--- config.mk ---
export PLATFORM = sky130hd
export DESIGN_NAME = gwd_watchdog
export DESIGN_NICKNAME = d
export VERILOG_FILES = /design/src/gwd_pkg.sv /design/src/gwd_watchdog.sv
export SDC_FILE = /design/constraint.sdc
export NUM_CORES = 1
export LEC_CHECK = 0
export CAP_MARGIN = 20
export CORE_UTILIZATION = 35
export CTS_CLUSTER_SIZE = 28
export DETAILED_ROUTE_END_ITERATION = 10
export DONT_BUFFER_PORTS = 1
export PLACE_DENSITY_LB_ADDON = 0.25
export SYNTH_ARGS = -nofsm -noshare
export SYNTH_HDL_FRONTEND = slang
export SYNTH_SLANG_ARGS = --single-unit
--- constraint.sdc ---
create_clock -name clk_i -period 2.6 [get_ports clk_i]
set_clock_uncertainty 0.05 [all_clocks]
set_input_delay 0.26 -clock clk_i [delete_from_list [all_inputs] [get_ports clk_i]]
set_output_delay 0.26 -clock clk_i [all_outputs]
set_load 0.02 [all_outputs]
--- src/gwd_pkg.sv ---
// package: register map, field positions, reset values and timing for the guarded watchdog
package gwd_pkg;
  // register byte offsets on the wishbone bus
  localparam logic [3:0] ADDR_CTRL_STATUS = 4'h0;
  localparam logic [3:0] ADDR_COUNTER = 4'h4;
  localparam logic [3:0] ADDR_CLOCK_SEL = 4'h8;
  // control/status field positions
  localparam int BIT_COUNTER_WE_GUARD = 7;
  localparam int BIT_COUNTER_WRITE_ENABLE = 6;
  localparam int BIT_CONTROL_WE_GUARD = 5;
  localparam int BIT_CONTROL_WRITE_ENABLE = 4;
  localparam int BIT_RUN_GUARD = 3;
  localparam int BIT_WATCHDOG_RUN = 2;
  localparam int BIT_RESET_STATUS_GUARD = 1;
  localparam int BIT_RESET_STATUS = 0;
  localparam int BIT_CLOCK_SEL_TOP = 3;
  // reset values
  localparam logic [7:0] RST_COUNTER = 8'h00;
  localparam logic [3:0] RST_CLOCK_SEL = 4'hf;
  localparam logic [3:0] CLOCK_SEL_UNUSED = 4'hf;
  localparam logic [7:0] COUNTER_MAX = 8'hff;
  // internal reset length in oscillator cycles
  localparam logic [8:0] CHIP_RESET_OSC_CYCLES = 9'h100;
  // prescaler: taps of clk/64 .. clk/8192 sit at bits 5..12
  localparam int PRESCALE_WIDTH = 13;
  localparam int PRESCALE_FIRST_TAP = 5;
endpackage

--- src/gwd_watchdog.sv ---
// guarded watchdog timer: wishbone register slave, prescaler, counter and chip reset
// Contract
// [RULE1] counter write enable changes only when the write carries 0 in bit 7; bit 7 reads 1
// [RULE2] counter writes are taken only while counter write enable is 1
// [RULE3] control write enable changes only when the write carries 0 in bit 5; bit 5 reads 1
// [RULE4] run and reset status bits change by write only while control write enable is 1
// [RULE5] run bit changes only when the write carries 0 in bit 3; bit 3 reads 1
// [RULE6] counter increments while run is 1 and holds while run is 0
// [RULE7] run sets or clears by a guarded enabled write; external reset clears it
// [RULE8] reset status changes only when the write carries 0 in bit 1; bit 1 reads 1
// [RULE9] reset status sets whenever an overflow produces the internal reset
// [RULE10] reset status clears by guarded enabled write of 0 or external reset
// [RULE11] 8-bit up-counter; wrap ff to 00 asserts chip reset and sets status
// [RULE12] counter is zero after reset
// [RULE13] select code 1000..1111 picks clk/64..clk/8192; top bit 0 picks oscillator
// [RULE14] upper four clock select bits always read as 1
// [RULE15] overflow only on the first count pulse after counter holds ff
// [RULE16] internal reset held for 256 oscillator cycles after overflow
// [RULE17] counting resumes from the written value, giving 1 to 256 count periods
// [RULE18] software writes the control/status register as a whole byte
// [RULE19] software starts the watchdog with two writes: enable first, then run
// [RULE20] with oscillator selected the watchdog counts in every chip mode
// [RULE21] one increment per rising edge of the synchronised selected tap
`timescale 1ns/1ps
`default_nettype none
module gwd_watchdog
  import gwd_pkg::*;
(
  // clock and external reset pin
  input wire logic clk_i,
  input wire logic rst_i,
  // internal oscillator, treated as a synchronous level
  input wire logic osc_clk_i,
  // wishbone classic slave
  input wire logic wb_cyc_i,
  input wire logic wb_stb_i,
  input wire logic wb_we_i,
  input wire logic [3:0] wb_adr_i,
  input wire logic [3:0] wb_sel_i,
  input wire logic [31:0] wb_dat_i,
  output logic [31:0] wb_dat_o,
  output logic wb_ack_o,
  output logic wb_err_o,
  // internal chip reset
  output logic chip_reset_o
);

  // ****************************************
  // functions
  // ****************************************
  function automatic logic guarded_ok(input logic [7:0] d, input int guard);
    guarded_ok = (d[guard] == 1'b0);
  endfunction

  // ****************************************
  // state
  // ****************************************
  logic counter_write_enable, next_counter_write_enable;
  logic control_write_enable, next_control_write_enable;
  logic watchdog_run, next_watchdog_run;
  logic reset_status, next_reset_status;
  logic [7:0] watchdog_counter, next_watchdog_counter;
  logic [3:0] clock_sel, next_clock_sel;
  logic [PRESCALE_WIDTH-1:0] prescale, next_prescale;
  logic tap_q, next_tap_q;
  logic osc_q, next_osc_q;
  logic chip_reset, next_chip_reset;
  logic [8:0] osc_count, next_osc_count;
  logic ack, next_ack;
  logic err, next_err;
  logic [31:0] rdata, next_rdata;

  logic access, wr_low, hit_cs, hit_cnt, hit_sel, mapped;
  logic tap_sel, osc_rise, tap_rise, count_pulse, overflow;
  logic [7:0] wd;
  logic [7:0] cs_read;

  assign access = wb_cyc_i && wb_stb_i && !ack && !err;
  assign wd = wb_dat_i[7:0];
  assign wr_low = access && wb_we_i && wb_sel_i[0];
  assign hit_cs = (wb_adr_i == ADDR_CTRL_STATUS);
  assign hit_cnt = (wb_adr_i == ADDR_COUNTER);
  assign hit_sel = (wb_adr_i == ADDR_CLOCK_SEL);
  assign mapped = hit_cs || hit_cnt || hit_sel;
  // guard bits read back as ones
  assign cs_read = {1'b1, counter_write_enable, 1'b1, control_write_enable,
                    1'b1, watchdog_run, 1'b1, reset_status}; // see [RULE1] see [RULE3] see [RULE5] see [RULE8]

  // ****************************************
  // count clock selection
  // ****************************************
  always_comb begin
    // a switch between taps can look like a rising edge and add one count
    tap_sel = prescale[PRESCALE_FIRST_TAP + 32'(clock_sel[2:0])]; // see [RULE13]
  end
  assign tap_rise = tap_sel && !tap_q; // see [RULE21]
  assign osc_rise = osc_clk_i && !osc_q;
  // oscillator path is never gated by chip mode
  assign count_pulse = clock_sel[BIT_CLOCK_SEL_TOP] ? tap_rise : osc_rise; // see [RULE13] see [RULE20]
  assign overflow = watchdog_run && count_pulse && (watchdog_counter == COUNTER_MAX); // see [RULE15]

  // ****************************************
  // next-state logic
  // ****************************************
  always_comb begin
    next_counter_write_enable = counter_write_enable;
    next_control_write_enable = control_write_enable;
    next_watchdog_run = watchdog_run;
    next_reset_status = reset_status;
    next_watchdog_counter = watchdog_counter;
    next_clock_sel = clock_sel;
    next_prescale = prescale + 1'b1;
    next_tap_q = tap_sel;
    next_osc_q = osc_clk_i;
    next_chip_reset = chip_reset;
    next_osc_count = osc_count;
    next_ack = 1'b0;
    next_err = 1'b0;
    next_rdata = 32'h0000_0000;
    if (watchdog_run && count_pulse) begin
      next_watchdog_counter = watchdog_counter + 1'b1; // see [RULE6] see [RULE11]
    end
    if (wr_low && hit_cs) begin
      if (guarded_ok(wd, BIT_COUNTER_WE_GUARD)) begin
        next_counter_write_enable = wd[BIT_COUNTER_WRITE_ENABLE]; // see [RULE1]
      end
      if (guarded_ok(wd, BIT_CONTROL_WE_GUARD)) begin
        next_control_write_enable = wd[BIT_CONTROL_WRITE_ENABLE]; // see [RULE3]
      end
      if (control_write_enable && guarded_ok(wd, BIT_RUN_GUARD)) begin
        next_watchdog_run = wd[BIT_WATCHDOG_RUN]; // see [RULE4] see [RULE5] see [RULE7]
      end
      if (control_write_enable && guarded_ok(wd, BIT_RESET_STATUS_GUARD)) begin
        next_reset_status = wd[BIT_RESET_STATUS]; // see [RULE4] see [RULE8] see [RULE10]
      end
    end
    // software write wins over a same-cycle increment
    if (wr_low && hit_cnt && counter_write_enable) begin
      next_watchdog_counter = wd; // see [RULE2] see [RULE17]
    end
    if (wr_low && hit_sel) begin
      next_clock_sel = wd[3:0];
    end
    // hardware set wins over a software clear
    if (overflow) begin
      next_reset_status = 1'b1; // see [RULE9] see [RULE11]
      next_chip_reset = 1'b1;
      next_osc_count = 9'h000;
    end else if (chip_reset && osc_rise) begin
      if (osc_count == CHIP_RESET_OSC_CYCLES - 9'h001) begin
        next_chip_reset = 1'b0; // see [RULE16]
      end
      next_osc_count = osc_count + 9'h001;
    end
    if (access) begin
      next_ack = mapped;
      next_err = !mapped;
      if (hit_cs) begin
        next_rdata = {24'h000000, cs_read};
      end else if (hit_cnt) begin
        next_rdata = {24'h000000, watchdog_counter};
      end else if (hit_sel) begin
        next_rdata = {24'h000000, CLOCK_SEL_UNUSED, clock_sel}; // see [RULE14]
      end
    end
  end

  // ****************************************
  // registers
  // ****************************************
  always_ff @(posedge clk_i) begin
    if (rst_i) begin
      counter_write_enable <= 1'b0;
      control_write_enable <= 1'b0;
      watchdog_run <= 1'b0; // see [RULE7]
      reset_status <= 1'b0; // see [RULE10]
      watchdog_counter <= RST_COUNTER; // see [RULE12]
      clock_sel <= RST_CLOCK_SEL;
      prescale <= '0;
      tap_q <= 1'b0;
      osc_q <= 1'b0;
      chip_reset <= 1'b0;
      osc_count <= 9'h000;
      ack <= 1'b0;
      err <= 1'b0;
      rdata <= 32'h0000_0000;
    end else begin
      counter_write_enable <= next_counter_write_enable;
      control_write_enable <= next_control_write_enable;
      watchdog_run <= next_watchdog_run;
      reset_status <= next_reset_status;
      watchdog_counter <= next_watchdog_counter;
      clock_sel <= next_clock_sel;
      prescale <= next_prescale;
      tap_q <= next_tap_q;
      osc_q <= next_osc_q;
      chip_reset <= next_chip_reset;
      osc_count <= next_osc_count;
      ack <= next_ack;
      err <= next_err;
      rdata <= next_rdata;
    end
  end

  assign wb_ack_o = ack;
  assign wb_err_o = err;
  assign wb_dat_o = rdata;
  assign chip_reset_o = chip_reset;
endmodule // gwd_watchdog
`default_nettype wire

## Yosys cells after proc, flatten, opt, wreduce, memory -nomap -nowiden

Cells that the tools add are included.

| storage, ports and cells | value |
|---|---|
| output and inout bits | 35 |
| word-level logic and storage cells | 80 |
| bits in registers | 75 |
| input bits | 46 |

| operators by class | value |
|---|---|
| reduce and logical (&&, ||, !) cells | 37 |
| order comparisons | 1 |
| mux-type cells | 14 |
| equality and inequality tests | 4 |
| add/sub/neg operators | 4 |
| bitwise logic cells | 5 |

Operators with widths:

| operator | number |
|---|---|
| $mux 8 | 5 |
| $logic_and 1x1->1 | 16 |
| $add 13x1->13 const B | 1 |
| $reduce_and 2->1 | 5 |
| $reduce_bool 2->1 | 5 |
| $add 9x1->9 const B | 1 |
| $eq 9x8->1 const B | 1 |
| $add 8x1->8 const B | 1 |
| $eq 8x8->1 const B | 1 |
| $mux 1 | 8 |
| $logic_not 1->1 | 5 |
| $lt 4x5->1 const B | 1 |
| $not 1->1 | 5 |
| $add 3x3->4 const A | 1 |
| $bmux 1 s4 | 1 |
| $eq 4x3->1 const B | 1 |
| $eq 4x4->1 const B | 1 |
| $logic_not 4->1 | 1 |
| $reduce_or 2->1 | 2 |
| $reduce_or 4->1 | 1 |
| $logic_or 1x1->1 | 2 |

## Depth between registers and ports, before layout

Gate-level depths: netlist (run 1).

| depth | value |
|---|---|
| depth after elaboration | 9 |
| depth in mapped cells | 9 |
| gate-level depth less buffers | 7 |

## Worst setup path after synthesis (run 1)

OpenSTA, ideal clock, no wires.

| path | value |
|---|---|
| kind | flip-flop to flip-flop |
| from | register clock_sel[1] |
| to | register osc_count[0] |
| data arrival time | 2.066 ns |
| path slack | 0.348 ns |
| path buffers | 2 |
| setup time | 0.136 ns |
| data required time | 2.414 ns |
| stages on the path, launching flop included | 10 |
| period minus slack after synthesis | 2.252 ns |
| cell sequence | dfxtp_1 ha_1 buf_2 nor3b_2 a2bb2oi_2 a31oi_4 a211oi_4 o2111a_1 buf_6 nor3_2 |

| between the ends | value |
|---|---|
| cells in the longest elaborated chain, start to end | 8 |

RTL lines:

| what | RTL line | RTL |
|---|---|---|
| from (decl) | gwd_watchdog.sv:63 | `logic [3:0] clock_sel, next_clock_sel;` |
| from (signal assigned) | gwd_watchdog.sv:193 | `clock_sel <= next_clock_sel;` |
| $add 3x3->4 | gwd_watchdog.sv:94 | `tap_sel = prescale[PRESCALE_FIRST_TAP + 32'(clock_sel[2:0])];` |
| $bmux 1 s4 | gwd_watchdog.sv:94 |  |
| $mux 1 (implied by the code) | gwd_watchdog.sv:94 |  |
| $logic_and 1x1->1 | gwd_watchdog.sv:96 | `assign tap_rise = tap_sel && !tap_q;` |
| $mux 1 | gwd_watchdog.sv:99 | `assign count_pulse = clock_sel[BIT_CLOCK_SEL_TOP] ? tap_rise : osc_rise;` |
| $logic_and 1x1->1 (2 in a row) | gwd_watchdog.sv:100 | `assign overflow = watchdog_run && count_pulse && (watchdog_counter == COUNTER_MAX);` |
| $reduce_or 2->1 (no source line) | -- |  |
| to (signal assigned) | gwd_watchdog.sv:198 | `osc_count <= next_osc_count;` |
| to (decl) | gwd_watchdog.sv:68 | `logic [8:0] osc_count, next_osc_count;` |

Every way passes these cells. The select of a mux whose other input is x is not followed.
A chain may end at the register's enable or synchronous reset.

## Final worst setup path (run 1)

| path | value |
|---|---|
| from | register clock_sel[0] |
| to | register osc_count[8] |

Same word-level chain as after synthesis.

==> results of run 1 <==
## worst reg2reg max path, cell delays in order (launching register included)
cell and delay [ns]:
dfxtp_1 0.32, ha_1 0.40, nor3b_2 0.27, a2bb2oi_2 0.21
a31oi_4 0.07, a211oi_4 0.46, o2111a_1 0.33, buf_12 0.15
a2111oi_4 0.04
## metrics by stage
| step | power (mW) | std cells | worst slack (ns) | area [sq um] | hold WS, ns |
|---|---|---|---|---|---|
| after floorplan | 0.907 | 352 | 0.348 | 2920 | 0.328 |
| after global placement | 0.874 | 418 | 0.210 | 2850 | 0.284 |
| after detailed placement | 0.875 | 418 | 0.176 | 2850 | 0.285 |
| after CTS | 1.47 | 428 | 0.169 | 2990 | 0.0131 |
| after global routing | 1.51 | 428 | 0.0897 | 2990 | 0.0177 |
| final | 1.45 | 428 | 0.193 | 2990 | 0.0184 |
## flip-flops by register name (all words and copies together), names as in the netlist
| register | count |
|---|---|
| chip_reset_o | 1 |
| clock_sel | 4 |
| control_write_enable | 1 |
| counter_write_enable | 1 |
| osc_count | 9 |
| osc_q | 1 |
| prescale | 13 |
| reset_status | 1 |
| tap_q | 1 |
| watchdog_counter | 8 |
| watchdog_run | 1 |
| wb_ack_o | 1 |
| wb_dat_o | 8 |
| wb_err_o | 1 |
## cell families after synthesis
kind of cell | after synthesis | synth area share
simple gates | 144 | 0.281
flops | 51 | 0.360
fa+ha+maj | 5 | 0.0221
other cells | 1 | 0.00132
mux | 7 | 0.0291
buf+inv | 51 | 0.105
xor+xnor | 16 | 0.0494
compound gates | 54 | 0.152
## metal layers
| layer | track usage | routed length [microns] | part of all wire |
|---|---|---|---|
| met4 | 0.0273 | 32 | 0.0055 |
| met3 | 0.0290 | 214 | 0.037 |
| met2 | 0.256 | 2910 | 0.50 |
| met5 | 0 | 0 | 0 |
| met1 | 0.177 | 2680 | 0.46 |
## synthesized netlist by cell type, drive strengths merged (2+ instances only)
library cell / instances
dfxtp: 51
nor2: 37
buf: 28
nand2: 21
nand3: 16
nor3: 16
clkbuf: 15
a21oi: 11
o21ai: 11
nor2b: 10
xor2: 10
and3: 9
inv: 8
a211oi: 7
nand3b: 7
mux2i: 6
nand4: 6
or3: 6
xnor2: 6
a311oi: 5
ha: 5
a211o: 4
and2: 4
nor4: 3
o2111ai: 3
nand2b: 2
o211ai: 2
o22ai: 2
## power groups by stage
stage	sequential (mW)	clock (mW)	combinational (mW)
2_1_floorplan	0.812	0	0.0952
3_3_place_gp	0.813	0	0.0612
3_5_place_dp	0.813	0	0.0617
4_1_cts	0.795	0.598	0.0782
5_1_grt	0.796	0.627	0.0861
6_report	0.795	0.579	0.0779
## how the worst max path moves through the flow
| stage | from | to | slack (ns) | cells past startpoint |
|---|---|---|---|---|
| floorplan | clock_sel[1]$_SDFFE_PP1P_ | osc_count[0]$_SDFFE_PP0P_ | 0.35 | 9 |
| global placement | clock_sel[0]$_SDFFE_PP1P_ | osc_count[8]$_SDFFE_PP0P_ | 0.21 | 8 |
| detailed placement | clock_sel[0]$_SDFFE_PP1P_ | osc_count[8]$_SDFFE_PP0P_ | 0.18 | 8 |
| CTS | clock_sel[0]$_SDFFE_PP1P_ | osc_count[8]$_SDFFE_PP0P_ | 0.17 | 8 |
| global route | clock_sel[0]$_SDFFE_PP1P_ | osc_count[1]$_SDFFE_PP0P_ | 0.09 | 8 |
| finish | clock_sel[0]$_SDFFE_PP1P_ | osc_count[8]$_SDFFE_PP0P_ | 0.19 | 8 |
## final cells by class
cell class                      count  area share
Clock buffer                        5      0.0230
Clock inverter                      3      0.0159
Inverter                            8      0.0100
Multi-Input combinational cell    250       0.536
Sequential cell                    51       0.341
Tap cell                          102      0.0426
Timing Repair Buffer                9      0.0318
==> results_dict.tcl, run 1 <==
set metrics [dict create \
    status "completed" \
    finalCritPeriodShare 0.926 \
    fp.dieH_microns 92.0 \
    cts_max_level 2 \
    io_pins 81 \
    grt_usage 0.143 \
    ys.flop_type "dfxtp_1" \
    crit_chain "ha_1 > nor3b_2 > a2bb2oi_2 > a31oi_4 > a211oi_4 > o2111a_1 > buf_12 > a2111oi_4" \
    post_cts_buffers 0 \
    required_ns 2.74 \
    clkSinkCount 51 \
    area_delta_synth_final_pct 5.56 \
    powerDensity_mw_per_mm2 485 \
    drive_above_1_share 0.104 \
    grt_first_pass_wirelength_microns 9740 \
    crit_type "flop to flop" \
    ir_drop_mv 0.201 \
    slew_headroom 0.565 \
    rrSetupSlack_ns 0.19 \
    pwr-share-clk 0.399 \
    dieArea_sq_mm 0.00847 \
    cp_max_fo 10 \
    grt_pass1_vias 2051 \
    syn_area_per_cell_sq_um 8.62 \
    finalCriticalPeriod_ns 2.41 \
    switching_power_mw 0.352 \
    antenna_found_initial 0 \
    cts_root_buf "clkbuf_8" \
    p_comb_frac 0.054 \
    intPower_mw 1.10 \
    multiInputGateArea_sq_mm 0.00160 \
    regArea_sq_mm 0.00102 \
    n_fill_cell 783 \
    drt_iter0_markers 103 \
    remaining_drc_errors 0 \
    ff2ff_path_depth 8 \
    r2r_end "osc_count[8]$_SDFFE_PP0P_" \
    final.setup.tns_ns 0 \
    postSynthCellCount 329 \
    power.share.sequential 0.548 \
    worst_pin_slew_ns 0.651 \
    critPathTopFamily "compound AO/OA/AOI/OAI gates" \
    gp_congestion 0.772 \
    ctsResizeCount 0 \
    whs_path_depth 2 \
    leakagePower_nw 1.05 \
    yosysTopAreaCell "dfxtp_1" \
    overflow 0 \
    n_antenna_cell 0 \
    cts_buffers 5 \
    routedWlPerCell_microns 13.6 \
    arrival_ns 2.55 \
    layout_common_cells "51 x dfxtp_1, 37 x nor2_1, 24 x conb_1" \
    hold_path_class "input port to flop" \
    die_w_microns 92.0 \
    min-delay-start "wb_dat_i[4]" \
    vias_per_cell 5.05 \
    layout_commonest_cell "dfxtp_1" \
    slowest_stage "a211oi_4" \
    core_sq_mm 0.00777 \
    route.vias.total 2163 \
    cts_tree "built" \
    synth_area_sq_mm 0.00284 \
    final_util 0.385 \
    synth_cell_types 55 \
    drt_first_pass_iters 4 \
    worstSetupStartpointType "flop" \
    netSwitchingFraction 0.243 \
    yosysWarnings 0 \
    synthTopCellsByArea "dfxtp_1 36%, buf_4 6.4%, nor2_1 4.9%" \
    grt_max_degree 37 \
    ys_ff_latch 51 \
    clock.fmax_mhz 415 \
    ys_async_sr_fraction 0 \
    port_buffers 0 \
    cts_max_path_buffers 2 \
    clock_latency_ns 0.31 \
    ant_nets 0 \
    rsz0062_at_grt "false" \
    synth_top_cell_area_share 0.360 \
    routed_wl_microns 5840 \
    max_stage_delay_ns 0.46 \
    hold_viol 0 \
    clk_pin_slew_worst_paths_ns 0.11 \
    yosysSeqAreaShare 0.360 \
    rr_startpoint "clock_sel[0]$_SDFFE_PP1P_" \
    synth_edf_count 0 \
    cp_num_buf_inv 1 \
    maxCapViolCount 0 \
    cp-end-kind "flop" \
    setup_viol 0 \
    nNetsFinal 376 \
    dpl.hpwl_microns 4170 \
    start_util 0.365 \
    min_to "control_write_enable$_SDFFE_PP0P_" \
    slew_viol_final 0 \
    cts-hold-fix-buffers 2 \
    num_rows 32 \
]
No activity file was read; power rests on OpenSTA's default activity.
==> run 2: changes to the inputs <==
- CORE_ASPECT_RATIO: not set -> 0.7
- clock period: 2.6 -> 2.3 ns (I/O delays scaled with it)
==> results_dict.tcl, run 2 (synthesis results as in run 1) <==
set metrics [dict create \
    crit_type "flop to flop" \
    arrival_ns 2.28 \
    ir_drop_mv 0.254 \
    grt_max_degree 40 \
    status "completed" \
    slew_viol_final 0 \
    drt_first_pass_iters 4 \
    final.setup.tns_ns 0 \
    cp-end-kind "flop" \
    n_antenna_cell 0 \
    use_met1 0.245 \
    drt_iter0_markers 93 \
    layout_common_cells "50 x dfxtp_1, 37 x nor2_1, 24 x conb_1" \
    routed_wl_microns 6040 \
    port_buffers 0 \
    cp_max_fo 9 \
    dpl.hpwl_microns 4450 \
    powerDensity_mw_per_mm2 550 \
    reg_top3 "prescale (13), osc_count (9)" \
    antenna_found_initial 0 \
    clock_latency_ns 0.29 \
    overflow 0 \
    num_rows 27 \
    fp.dieH_microns 77.3 \
    hold_path_class "input port to flop" \
    cts_max_path_buffers 2 \
    setup_ws_ns 0.167 \
    die_w_microns 110 \
    use_met2 0.190 \
    maxCapViolCount 0 \
    largest_reg_flops 13 \
    remaining_drc_errors 0 \
    regArea_sq_mm 0.00102 \
    io_pins 81 \
    n_fill_cell 813 \
    ant_nets 0 \
    vias_per_cell 5.06 \
    dieArea_sq_mm 0.00847 \
    nNetsFinal 380 \
    grt_pass1_vias 1935 \
    slew_headroom 0.638 \
    worstSetupStartpointType "flop" \
    cts_max_level 2 \
    route.vias.total 2171 \
    cts_root_buf "clkbuf_16" \
    area_delta_synth_final_pct 7.54 \
    setup_viol 0 \
    ff2ff_path_depth 8 \
    worst_pin_slew_ns 0.541 \
    grt_usage 0.151 \
    grt_util_met3 0.0400 \
    whs_path_depth 1 \
    start_util 0.360 \
    layout_commonest_cell "dfxtp_1" \
    cts_buffers 5 \
    finalCritPeriodShare 0.927 \
    clock.fmax_mhz 469 \
    top_usage_layer "met1" \
    cts_tree "built" \
    hold_viol 0 \
    leakagePower_nw 1.08 \
    required_ns 2.44 \
    routedWlPerCell_microns 14.1 \
    clk_pin_slew_worst_paths_ns 0.06 \
    core_sq_mm 0.00787 \
    grt_first_pass_wirelength_microns 9880 \
    preCtsSetupSlack_ns 0.0143 \
    rsz0062_at_grt "false" \
    finalCriticalPeriod_ns 2.13 \
    regMostFlops "prescale" \
    multiInputGateArea_sq_mm 0.00162 \
    clkSinkCount 51 \
    drive_above_1_share 0.116 \
    gp_congestion 0.798 \
]
-- run 2: timing repair --
item / 4_1_cts / 5_1_grt
setup buffers: 0 / 0
hold buffers: 1 / 0
gates resized for setup: 0 / 4
hold endpoints to repair: 39 / 0
endpoints found under the setup margin: 0 / 18
-- run 2: report_power, final --
group / internal (mW) / total, mW / switching, mW / leakage (nW)
Clock: 0.392 / 0.689 / 0.297 / 0.0628
Combinational: 0.0218 / 0.0888 / 0.0670 / 0.607
Sequential: 0.891 / 0.899 / 0.00845 / 0.411
Total: 1.30 / 1.68 / 0.373 / 1.08
-- run 2: per-layer routing --
layer  up-vias  wire length [microns]
li1       1108                      -
met1      1017                   3400
met2        39                   2270
met3         7                    309
met4         0                     56
met5         -                      0
-- run 2: final cells by class --
cell class,instances,area share
Multi-Input combinational cell,250,0.530
Tap cell,101,0.0414
Clock buffer,6,0.0422
Sequential cell,51,0.335
Inverter,8,0.00984
Timing Repair Buffer,13,0.0414
-- run 2: worst paths after layout --
kind         slack, ns                       from                        end
min reg2reg       0.41     prescale[0]$_SDFF_PP0_     prescale[0]$_SDFF_PP0_
max               0.17  clock_sel[1]$_SDFFE_PP1P_  osc_count[8]$_SDFFE_PP0P_
min              0.008                wb_dat_i[0]  clock_sel[0]$_SDFFE_PP1P_
max reg2reg       0.17  clock_sel[1]$_SDFFE_PP1P_  osc_count[8]$_SDFFE_PP0P_
-- run 2: per-stage QoR --
step / total power, mW / cell area [sq um] / utilization / cells / hold WS [ns]
after floorplan: 1.03 / 2920 / - / 352 / 0.298
after global placement: 0.989 / 2880 / 0.366 / 422 / 0.256
after global routing: 1.74 / 3050 / 0.388 / 429 / 0.00619
after detailed placement: 0.991 / 2880 / 0.366 / 422 / 0.258
after CTS: 1.70 / 3030 / 0.385 / 429 / 0.00695
final: 1.68 / 3050 / 0.388 / 429 / 0.00836
-- run 2: worst max-delay path, stage by stage (launching register included) --
cell       delay [ns]
dfxtp_1          0.33
ha_4             0.32
mux2i_1          0.20
o22ai_1          0.11
nor2_1           0.27
a211oi_4         0.13
o2111a_1         0.30
buf_12           0.16
a2111oi_4        0.17
